<file path="config.mk">
export PLATFORM = sky130hd
export DESIGN_NAME = sib_i2c_tx
export DESIGN_NICKNAME = d
export VERILOG_FILES = /design/src/sib_pkg.sv /design/src/sib_i2c_tx.sv
export VERILOG_INCLUDE_DIRS = /design/src
export SDC_FILE = /design/constraint.sdc
export NUM_CORES = 1
export LEC_CHECK = 0
export BUFFER_PORTS_ARGS = -buffer_cell sky130_fd_sc_hd__buf_2
export CAP_MARGIN = 0
export CORE_MARGIN = 3
export CORE_UTILIZATION = 57
export DETAILED_ROUTE_END_ITERATION = 10
export GPL_TIMING_DRIVEN = 1
export PLACE_DENSITY = 0.79
export SYNTH_ARGS = -nofsm -noshare
export SYNTH_HDL_FRONTEND = slang
export SYNTH_SLANG_ARGS = --single-unit
</file>
<file path="constraint.sdc">
create_clock -name aclk -period 3.6 [get_ports aclk]
set_input_delay 0.72 -clock aclk [delete_from_list [all_inputs] [get_ports aclk]]
set_output_delay 0.72 -clock aclk [all_outputs]
set_load 0.01 [all_outputs]
</file>
<file path="src/sib_regs.svh">
// register offsets, field positions, reset values and timing constants of the i2c transmit channel
`ifndef SIB_REGS_SVH
`define SIB_REGS_SVH
// ----------------------------------------
// register byte offsets
// ----------------------------------------
`define SIB_OFF_MODE 8'h00
`define SIB_OFF_COMM 8'h04
`define SIB_OFF_DATA 8'h08
`define SIB_OFF_LEVEL 8'h0c
`define SIB_OFF_OUTEN 8'h10
`define SIB_OFF_START 8'h14
`define SIB_OFF_STATUS 8'h18
`define SIB_OFF_CLEAR 8'h1c
`define SIB_OFF_PRESCALE 8'h20
`define SIB_OFF_STOP 8'h24
// ----------------------------------------
// field positions
// ----------------------------------------
`define SIB_LVL_CLK_BIT 8
`define SIB_LVL_DAT_BIT 0
`define SIB_ST_BUSY_BIT 0
`define SIB_ST_ACKERR_BIT 1
`define SIB_ST_ADDR_BIT 2
`define SIB_DIV_LSB 9
// ----------------------------------------
// reset values and codes
// ----------------------------------------
`define SIB_MODE_RST 16'h0020
`define SIB_COMM_RST 16'h0087
`define SIB_DATA_RST 16'h0000
`define SIB_PRE_RST 8'h00
`define SIB_MD_IIC 3'h4
`define SIB_ACK_BIT 4'h8
`define SIB_DIV_MIN 7'h01
`define SIB_RESP_OKAY 2'h0
`define SIB_RESP_SLVERR 2'h2
`endif

</file>
<file path="src/sib_pkg.sv">
// types shared by the i2c transmit channel
package sib_pkg;
  // engine states
  typedef enum logic [2:0] {
    SIB_IDLE = 3'b000,
    SIB_LOW = 3'b001,
    SIB_HIGH = 3'b010,
    SIB_SP_LOW = 3'b011,
    SIB_SP_HIGH = 3'b100,
    SIB_SP_DONE = 3'b101
  } sib_state_t;
  // channel mode register layout
  typedef struct packed {
    logic cks;
    logic ccs;
    logic [4:0] rsv_hi;
    logic sts;
    logic rsv_7;
    logic sis;
    logic fixed_5;
    logic [1:0] rsv_lo;
    logic [2:0] md;
  } sib_mode_t;
  // channel operation setting register layout
  typedef struct packed {
    logic txe;
    logic rxe;
    logic dap;
    logic ckp;
    logic rsv_11;
    logic eoc;
    logic [1:0] ptc;
    logic dir;
    logic rsv_6;
    logic [1:0] slc;
    logic rsv_3;
    logic fixed_2;
    logic [1:0] dls;
  } sib_comm_t;
  // open-drain pin pair
  typedef struct packed {
    logic scl;
    logic sda;
  } sib_pins_t;
endpackage

</file>
<file path="src/sib_i2c_tx.sv">
// i2c master data-transmit channel with axi4-lite register access
//
// The address map and the AXI4-Lite interface to the registers were chosen for this implementation.
`timescale 1ns/1ps
`include "sib_regs.svh"
module sib_i2c_tx
  import sib_pkg::*;
#(
  parameter int PRE_W = 16
) (
  input wire logic aclk,
  input wire logic aresetn,
  input wire logic [7:0] s_axi_awaddr,
  input wire logic s_axi_awvalid,
  output logic s_axi_awready,
  input wire logic [31:0] s_axi_wdata,
  input wire logic [3:0] s_axi_wstrb,
  input wire logic s_axi_wvalid,
  output logic s_axi_wready,
  output logic [1:0] s_axi_bresp,
  output logic s_axi_bvalid,
  input wire logic s_axi_bready,
  input wire logic [7:0] s_axi_araddr,
  input wire logic s_axi_arvalid,
  output logic s_axi_arready,
  output logic [31:0] s_axi_rdata,
  output logic [1:0] s_axi_rresp,
  output logic s_axi_rvalid,
  input wire logic s_axi_rready,
  input wire logic scl_i,
  input wire logic sda_i,
  output logic scl_o,
  output logic scl_oe,
  output logic sda_o,
  output logic sda_oe,
  output logic transfer_end_irq
);
  // ----------------------------------------
  // elaboration check
  // ----------------------------------------
  if (PRE_W < 2 || PRE_W > 16) begin : g_bad_pre_w
    $error("PRE_W must lie between 2 and 16");
  end

  // ----------------------------------------
  // helper functions
  // ----------------------------------------
  // merge the two low byte lanes into a 16-bit register
  function automatic logic [15:0] merge16(input logic [15:0] old, input logic [31:0] d,
                                          input logic [3:0] s);
    merge16 = {s[1] ? d[15:8] : old[15:8], s[0] ? d[7:0] : old[7:0]};
  endfunction
  // prescaler tap: all low bits of the counter are ones
  function automatic logic pre_tap(input logic [PRE_W-1:0] cnt, input logic [3:0] ex);
    logic [PRE_W-1:0] mask;
    mask = {PRE_W{1'b1}} >> (PRE_W - int'(ex));
    pre_tap = ((cnt & mask) == mask);
  endfunction

  // ----------------------------------------
  // declarations
  // ----------------------------------------
  sib_mode_t mode_r; // channel mode register
  sib_comm_t comm_r; // operation setting register
  logic [15:0] data_r; // divider and byte to send
  logic [7:0] pre_r; // two prescaler exponents
  logic outen_r; // output enable bit
  logic start_r; // channel start bit
  logic clk_lvl_r; // clock output level
  logic dat_lvl_r; // data output level
  logic ack_err_r; // acknowledge error flag
  logic addr_done_r; // address field already sent
  logic first_r; // next byte is the address field
  sib_state_t state_r; // engine state
  logic [3:0] bit_idx_r; // bit slot 0..8
  logic [7:0] shift_r; // outgoing byte, msb on top
  logic [6:0] hcnt_r; // half-period countdown
  logic [PRE_W-1:0] pre_cnt_r; // free prescaler counter
  logic scl_m_r, scl_s_r, sda_m_r, sda_s_r; // pin synchronisers
  sib_pins_t pin_oe_r; // registered pin enables
  logic irq_r; // transfer end pulse
  logic aw_got_r, w_got_r; // write halves held
  logic [7:0] awaddr_r; // held write address
  logic [31:0] wdata_r; // held write data
  logic [3:0] wstrb_r; // held strobes
  logic awready_r, wready_r, bvalid_r, arready_r, rvalid_r;
  logic [1:0] bresp_r, rresp_r;
  logic [31:0] rdata_r;
  logic aw_take, w_take, ar_take, wr_do, wr_ok, mck_tick, half_done;
  logic start_tx, stop_req, busy, ack_end, mode_ok;
  logic [6:0] half_len;
  logic [31:0] rd_val;
  logic rd_ok;

  // ----------------------------------------
  // axi4-lite write channel
  // ----------------------------------------
  assign aw_take = s_axi_awvalid & awready_r;
  assign w_take = s_axi_wvalid & wready_r;
  assign wr_do = aw_got_r & w_got_r & ~bvalid_r;
  // decode of mapped write offsets
  always_comb begin
    case (awaddr_r)
      `SIB_OFF_MODE, `SIB_OFF_COMM, `SIB_OFF_DATA, `SIB_OFF_LEVEL, `SIB_OFF_OUTEN,
      `SIB_OFF_START, `SIB_OFF_STATUS, `SIB_OFF_CLEAR, `SIB_OFF_PRESCALE,
      `SIB_OFF_STOP: wr_ok = 1'b1;
      default: wr_ok = 1'b0;
    endcase
  end
  // address and data taken in either order, response after both
  always_ff @(posedge aclk) begin
    if (!aresetn) begin
      aw_got_r <= 1'b0;
      w_got_r <= 1'b0;
      awaddr_r <= 8'h00;
      wdata_r <= 32'h0000_0000;
      wstrb_r <= 4'h0;
      awready_r <= 1'b0;
      wready_r <= 1'b0;
      bvalid_r <= 1'b0;
      bresp_r <= `SIB_RESP_OKAY;
    end else begin
      if (aw_take) begin
        awaddr_r <= s_axi_awaddr;
      end
      if (w_take) begin
        wdata_r <= s_axi_wdata;
        wstrb_r <= s_axi_wstrb;
      end
      aw_got_r <= (aw_got_r | aw_take) & ~wr_do;
      w_got_r <= (w_got_r | w_take) & ~wr_do;
      awready_r <= ~(aw_got_r | aw_take) | wr_do;
      wready_r <= ~(w_got_r | w_take) | wr_do;
      if (wr_do) begin
        bvalid_r <= 1'b1;
        bresp_r <= wr_ok ? `SIB_RESP_OKAY : `SIB_RESP_SLVERR;
      end else if (s_axi_bready) begin
        bvalid_r <= 1'b0;
      end
    end
  end

  // ----------------------------------------
  // axi4-lite read channel
  // ----------------------------------------
  assign ar_take = s_axi_arvalid & arready_r;
  // read multiplexer, unused bits read zero; reserved bits of mode and comm read back as written
  always_comb begin
    rd_ok = 1'b1;
    case (s_axi_araddr)
      `SIB_OFF_MODE: rd_val = {16'h0000, mode_r};
      `SIB_OFF_COMM: rd_val = {16'h0000, comm_r};
      `SIB_OFF_DATA: rd_val = {16'h0000, data_r};
      `SIB_OFF_LEVEL: rd_val = {23'h000000, clk_lvl_r, 7'h00, dat_lvl_r};
      `SIB_OFF_OUTEN: rd_val = {31'h00000000, outen_r};
      `SIB_OFF_START: rd_val = {31'h00000000, start_r};
      `SIB_OFF_STATUS: rd_val = {29'h00000000, addr_done_r, ack_err_r, busy};
      `SIB_OFF_PRESCALE: rd_val = {24'h000000, pre_r};
      `SIB_OFF_CLEAR, `SIB_OFF_STOP: rd_val = 32'h0000_0000;
      default: begin
        rd_val = 32'h0000_0000;
        rd_ok = 1'b0;
      end
    endcase
  end
  // one read at a time, answer the edge after the address is taken
  always_ff @(posedge aclk) begin
    if (!aresetn) begin
      arready_r <= 1'b0;
      rvalid_r <= 1'b0;
      rdata_r <= 32'h0000_0000;
      rresp_r <= `SIB_RESP_OKAY;
    end else begin
      arready_r <= ~ar_take & ~(rvalid_r & ~s_axi_rready);
      if (ar_take) begin
        rvalid_r <= 1'b1;
        rdata_r <= rd_val;
        rresp_r <= rd_ok ? `SIB_RESP_OKAY : `SIB_RESP_SLVERR;
      end else if (s_axi_rready) begin
        rvalid_r <= 1'b0;
      end
    end
  end

  // ----------------------------------------
  // configuration registers
  // ----------------------------------------
  // guard: mode code for i2c transfer end
  assign mode_ok = (mode_r.md == `SIB_MD_IIC) && comm_r.txe;
  assign busy = (state_r != SIB_IDLE);
  // byte written while started launches one frame
  assign start_tx = wr_do && (awaddr_r == `SIB_OFF_DATA) && wstrb_r[0] && start_r
                    && outen_r && mode_ok && !busy;
  assign stop_req = wr_do && (awaddr_r == `SIB_OFF_STOP) && wdata_r[0] && start_r && !busy;
  // software-owned registers; mode, data and outen frozen while busy, comm too except txe and rxe; prescaler always writable
  always_ff @(posedge aclk) begin
    if (!aresetn) begin
      mode_r <= `SIB_MODE_RST;
      comm_r <= `SIB_COMM_RST;
      data_r <= `SIB_DATA_RST;
      pre_r <= `SIB_PRE_RST;
      outen_r <= 1'b0;
    end else if (wr_do) begin
      case (awaddr_r)
        `SIB_OFF_MODE: if (!busy) mode_r <= merge16(mode_r, wdata_r, wstrb_r);
        `SIB_OFF_COMM: begin
          if (!busy) begin
            comm_r <= merge16(comm_r, wdata_r, wstrb_r);
          end else if (wstrb_r[1]) begin
            comm_r.txe <= wdata_r[15];
            comm_r.rxe <= wdata_r[14];
          end
        end
        `SIB_OFF_DATA: if (!busy) data_r <= merge16(data_r, wdata_r, wstrb_r);
        `SIB_OFF_PRESCALE: if (wstrb_r[0]) pre_r <= wdata_r[7:0];
        `SIB_OFF_OUTEN: if (!busy && wstrb_r[0]) outen_r <= wdata_r[0];
        default: ;
      endcase
    end
  end

  // ----------------------------------------
  // operation clock and bit timing
  // ----------------------------------------
  // prescaler counter feeding both clock taps
  always_ff @(posedge aclk) begin
    if (!aresetn) begin
      pre_cnt_r <= '0;
    end else begin
      pre_cnt_r <= pre_cnt_r + 1'b1;
    end
  end
  assign mck_tick = mode_r.cks ? pre_tap(pre_cnt_r, pre_r[7:4]) : pre_tap(pre_cnt_r, pre_r[3:0]);
  // divider clamped so a bit spans at least four ticks
  assign half_len = (data_r[15:`SIB_DIV_LSB] < `SIB_DIV_MIN) ? `SIB_DIV_MIN :
                    data_r[15:`SIB_DIV_LSB];
  assign half_done = mck_tick && (hcnt_r == 7'h00);
  // half-period countdown, reloaded on every phase change
  always_ff @(posedge aclk) begin
    if (!aresetn) begin
      hcnt_r <= 7'h00;
    end else if (start_tx || stop_req || half_done) begin
      hcnt_r <= half_len;
    end else if (mck_tick) begin
      hcnt_r <= hcnt_r - 7'h01;
    end
  end

  // ----------------------------------------
  // pin synchronisers
  // ----------------------------------------
  always_ff @(posedge aclk) begin
    if (!aresetn) begin
      scl_m_r <= 1'b1;
      scl_s_r <= 1'b1;
      sda_m_r <= 1'b1;
      sda_s_r <= 1'b1;
    end else begin
      scl_m_r <= scl_i;
      scl_s_r <= scl_m_r;
      sda_m_r <= sda_i;
      sda_s_r <= sda_m_r;
    end
  end

  // ----------------------------------------
  // transmit engine
  // ----------------------------------------
  // high phase waits for the line itself, so a stretching slave holds it
  assign ack_end = (state_r == SIB_HIGH) && half_done && scl_s_r && (bit_idx_r == `SIB_ACK_BIT);
  // frame sequencer, level bits and channel start
  always_ff @(posedge aclk) begin
    if (!aresetn) begin
      state_r <= SIB_IDLE;
      bit_idx_r <= 4'h0;
      shift_r <= 8'h00;
      clk_lvl_r <= 1'b1;
      dat_lvl_r <= 1'b1;
      start_r <= 1'b0;
    end else begin
      case (state_r)
        SIB_IDLE: begin
          if (start_tx) begin
            shift_r <= wdata_r[7:0];
            bit_idx_r <= 4'h0;
            clk_lvl_r <= 1'b0;
            state_r <= SIB_LOW;
          end else if (stop_req) begin
            clk_lvl_r <= 1'b0;
            state_r <= SIB_SP_LOW;
          end else if (wr_do && wstrb_r[0]) begin
            // software level control, used for the start condition
            if (awaddr_r == `SIB_OFF_LEVEL) begin
              dat_lvl_r <= wdata_r[`SIB_LVL_DAT_BIT];
            end
            if (awaddr_r == `SIB_OFF_START) begin
              start_r <= wdata_r[0];
            end
          end
          if (wr_do && !start_tx && !stop_req && wstrb_r[1] && awaddr_r == `SIB_OFF_LEVEL) begin
            clk_lvl_r <= wdata_r[`SIB_LVL_CLK_BIT];
          end
        end
        SIB_LOW: begin
          // data changes only while the clock is low; ninth slot released
          dat_lvl_r <= (bit_idx_r == `SIB_ACK_BIT) ? 1'b1 : shift_r[7];
          if (half_done) begin
            clk_lvl_r <= 1'b1;
            state_r <= SIB_HIGH;
          end
        end
        SIB_HIGH: begin
          if (half_done && scl_s_r) begin
            clk_lvl_r <= 1'b0;
            if (bit_idx_r == `SIB_ACK_BIT) begin
              state_r <= SIB_IDLE;
            end else begin
              shift_r <= {shift_r[6:0], 1'b0}; // msb first
              bit_idx_r <= bit_idx_r + 4'h1;
              state_r <= SIB_LOW;
            end
          end
        end
        SIB_SP_LOW: begin
          dat_lvl_r <= 1'b0;
          if (half_done) begin
            clk_lvl_r <= 1'b1;
            state_r <= SIB_SP_HIGH;
          end
        end
        SIB_SP_HIGH: begin
          if (half_done && scl_s_r) begin
            dat_lvl_r <= 1'b1;
            state_r <= SIB_SP_DONE;
          end
        end
        SIB_SP_DONE: begin
          if (half_done) begin
            start_r <= 1'b0;
            state_r <= SIB_IDLE;
          end
        end
        default: state_r <= SIB_IDLE;
      endcase
    end
  end

  // ----------------------------------------
  // status flags and interrupt
  // ----------------------------------------
  // error flag: a new error wins over a same-cycle clear
  always_ff @(posedge aclk) begin
    if (!aresetn) begin
      ack_err_r <= 1'b0;
    end else if (ack_end && sda_s_r) begin
      ack_err_r <= 1'b1;
    end else if (wr_do && awaddr_r == `SIB_OFF_CLEAR && wstrb_r[0]
                 && wdata_r[`SIB_ST_ACKERR_BIT]) begin
      ack_err_r <= 1'b0;
    end
  end
  // first byte after channel start is the address field
  always_ff @(posedge aclk) begin
    if (!aresetn) begin
      first_r <= 1'b1;
      addr_done_r <= 1'b0;
    end else if (!start_r) begin
      first_r <= 1'b1;
      addr_done_r <= 1'b0;
    end else if (ack_end) begin
      first_r <= 1'b0;
      addr_done_r <= addr_done_r | first_r;
    end
  end
  // one-cycle transfer end pulse, raised the cycle after the ninth clock slot ends
  always_ff @(posedge aclk) begin
    if (!aresetn) begin
      irq_r <= 1'b0;
    end else begin
      irq_r <= ack_end;
    end
  end
  // open-drain drive: enable pulls low whenever a level is zero
  always_ff @(posedge aclk) begin
    if (!aresetn) begin
      pin_oe_r <= '0;
    end else begin
      pin_oe_r.scl <= ~clk_lvl_r;
      pin_oe_r.sda <= ~dat_lvl_r;
    end
  end

  // ----------------------------------------
  // outputs
  // ----------------------------------------
  assign s_axi_awready = awready_r;
  assign s_axi_wready = wready_r;
  assign s_axi_bvalid = bvalid_r;
  assign s_axi_bresp = bresp_r;
  assign s_axi_arready = arready_r;
  assign s_axi_rvalid = rvalid_r;
  assign s_axi_rdata = rdata_r;
  assign s_axi_rresp = rresp_r;
  assign scl_o = 1'b0;
  assign sda_o = 1'b0;
  assign scl_oe = pin_oe_r.scl;
  assign sda_oe = pin_oe_r.sda;
  assign transfer_end_irq = irq_r;
endmodule

</file>
==> flow_summary.toml <==
[yosys]
yosysTopAreaCell = "dfxtp_1"
avgSynthCellArea_sq_um = 8.411
synth_cell_types = 71
synth_seq_cells = 159
ys.flop_type = "dfxtp_1"
post_synth_inst_count = 889
ys.warnings.count = 0
yosysSeqAreaShare_pct = 42.57
synthArstFlopShare_pct = 0
syn_area_sq_um = 7477
synth_edf_count = 0
synth_top_area_share_pct = 42.57
synth_area_leaders = "dfxtp_1 (43%), mux2i_1 (9.6%), nand2_1 (6.4%)"

[cts]
clkSlewWorstSetupHoldPaths_ns = 0.07
post-cts-setup-buffer-count = 0
cts_hold_buf = 0
clk_latency_ns = 0.43
cts.sinks = 159
post_cts_resized = 0
htree_num_levels = 4
clockRootBuffer = "clkbuf_16"
tritoncts = "done"
numCtsBuffers = 17
cts_buffer_depth = 2

[setup_path]
arrival_ns = 3.49
worstPathRequired_ns = 3.92
r2r_start = "pre_r[0]"
critPathMaxFanout = 13
crit_path_end_kind = "register"
endpoint = "state_r[0]"
r2r-end = "state_r[0]"
cp-start-kind = "register"
cp_top_family = "simple AND/OR/NAND/NOR gates"
critPathLaunch = "pre_r[0]"
path_buf_inv = 1
crit_slowest_cell = "nor2_1"
crit_type = "register to register"
max_stage_delay_ns = 0.87
ff2ff_setup_slack_ns = 0.43
crit_path_cell_trace = "inv_1, ha_1, o211a_1, o2111ai_1, a211oi_1, o2111a_1, nor2_1, o21ai_0, and4_1"
cp.depth = 9
r2r_cells = 9

[die]
die_h_microns = 120.5
die_w_microns = 120.5
dieArea_sq_um = 14530
ioPinCount = 107
core.rowCount = 41
initial_utilization_pct = 58.77
core_sq_um = 12720

[final_layout]
diodes = 0
num-nets-final = 1008
num-fill-cells = 1113
multi_input_area_sq_um = 3951
register_area_sq_um = 3183
finish.utilization_pct = 66.22
final_common_cell = "dfxtp_1"
area_growth_pct = 12.67
layout_common_cells = "dfxtp_1 (159), nand2_1 (128), nor2_1 (118)"
drive_gt1_share_pct = 13.58

[power_and_ir_drop]
swShare_pct = 30.06
vdd_drop_max_v = 0.0004236
pwr-share-clk_pct = 38.4
p_sw_w = 0.001338
p_per_area_nw_per_um2 = 528.4
comb_power_share_pct = 16.9
intPower_w = 0.003113
cellLeakagePower_nw = 3.268
seq_power_share_pct = 44.6

[sta]
fmax_mhz = 315.7
worst_pin_slew_ns = 1.158
setup_tns_ns = 0
hold_viol_final = 0
slew_viol_final = 0
post-route-period-util_pct = 87.97
setup-violations-final = 0
fin_worst_skew_ns = 0.01273
slew_headroom_pct = 22.12
rsz0062_at_grt = "no"
fin_crit_ns = 3.167

[routing]
drt_wl_total_mm = 18.53
avgViaCountPerCell = 5.832
wl_per_cell_microns = 16.52
num_vias = 6544
dr.pass1.iters = 5
first_iter_violations = 629
ant_nets = 0
drc = 0

[global_route]
grt_pass1_wl_mm = 30.91
grt_remaining_overflow = 0
antenna_found_initial = 0
first_global_vias = 6193
grt_usage_pct = 26.47
grt_max_degree = 112

[run]
max_cap_violations = 0

[run_status]
status = "completed"

[min_path]
min-delay-start = "scl_m_r"
hold_class = "register to register"

[placed_design]
hpwl_mm = 12.69
port_buffers = 68
routabilityCongestion = 0.9260
-- sequential cells by signal, indices dropped and copies added (netlist names), 2 cells and up --
signal,cells
awaddr_r,8
bit_idx_r,4
comm_r,16
data_r,16
hcnt_r,7
mode_r,16
pre_cnt_r,16
pre_r,8
s_axi_rdata,16
shift_r,8
state_r,3
wdata_r,16
wstrb_r,2
-- power groups by stage --
| stage | clock (W) | combinational [W] | sequential [W] |
|---|---|---|---|
| after floorplan | 0 | 0.000582 | 0.00196 |
| after global placement | 0 | 0.000722 | 0.00202 |
| after detailed placement | 0 | 0.000737 | 0.00202 |
| after CTS | 0.00173 | 0.000744 | 0.00198 |
| after global routing | 0.00180 | 0.000834 | 0.00200 |
| final | 0.00171 | 0.000754 | 0.00199 |
-- worst reg2reg max path: stages, from the launching register on --
cell and delay, ns:
dfxtp_1 0.44, inv_1 0.10, ha_1 0.38, o211a_1 0.25, o2111ai_1 0.09, a211oi_1 0.10
o2111a_1 0.37, nor2_1 0.87, o21ai_0 0.22, and4_1 0.24
-- per-stage QoR --
step                worst slack (ns)  cells  cell area (sq um)  hold slack, ns  total power (W)
finish                        0.4329   1122               8424          0.4155         0.004451
floorplan                     0.9210    908               7548          0.3863         0.002545
detailed placement            0.5006   1090               7861          0.4017         0.002754
CTS                           0.4862   1122               8424          0.4173         0.004455
global route                  0.2525   1122               8424          0.4400         0.004639
global placement              0.5261   1090               7861          0.3885         0.002739
-- how the worst min path moves through the flow --
stage / to / slack [ns] / depth (start not counted)
2_1_floorplan: scl_s_r / 0.39 / 1
3_3_place_gp: scl_s_r / 0.39 / 1
3_5_place_dp: scl_s_r / 0.40 / 1
4_1_cts: scl_s_r / 0.42 / 1
5_1_grt: scl_s_r / 0.44 / 1
6_report: scl_s_r / 0.42 / 1
-- cells in the mapped netlist, types with 5 or more instances --
cell type / n
nor4_1: 8
clkbuf_1: 42
or3_1: 6
o21ai_0: 27
a21oi_1: 59
buf_4: 20
a21o_1: 5
a22oi_1: 11
nand4_1: 6
nand2_1: 128
a31oi_1: 5
nand2b_1: 12
and2_1: 7
nor2b_1: 7
inv_1: 17
o22ai_1: 5
xnor2_1: 5
nor2_1: 118
and3_1: 6
nor3_1: 15
a311oi_1: 9
mux2i_1: 72
xor2_1: 9
or4_1: 7
buf_2: 5
nand3_1: 30
ha_1: 10
dfxtp_1: 159
a222oi_1: 7
-- area by class of cell --
cell class                      instances  area share (%)
Clock inverter                         15           1.634
Multi-Input combinational cell        661           46.90
Tap cell                              172           2.555
Sequential cell                       159           37.78
Inverter                               18          0.8169
Timing Repair Buffer                   80           5.258
Clock buffer                           17           5.050
-- kinds of logic (layout without fill, tap and decap cells) --
family	count (synthesis)	in the layout	synth area share (%)
xor gates and xnor gates	14	14	1.640
adders and majority gates	10	10	1.673
AOI/OAI and AO/OA	170	170	15.45
muxes	73	73	9.940
other	1	20	0.05015
buffers and inverters	88	130	5.539
and+or+nand+nor	374	374	23.14
DFF	159	159	42.57
-- layer usage --
layer	GRT usage (%)	part of all wire, %
met2	43.63	48
met3	5.847	5.8
met4	10.13	2.4
met1	33.99	43
met5	0	0
Power figures use the tool's default switching activity.
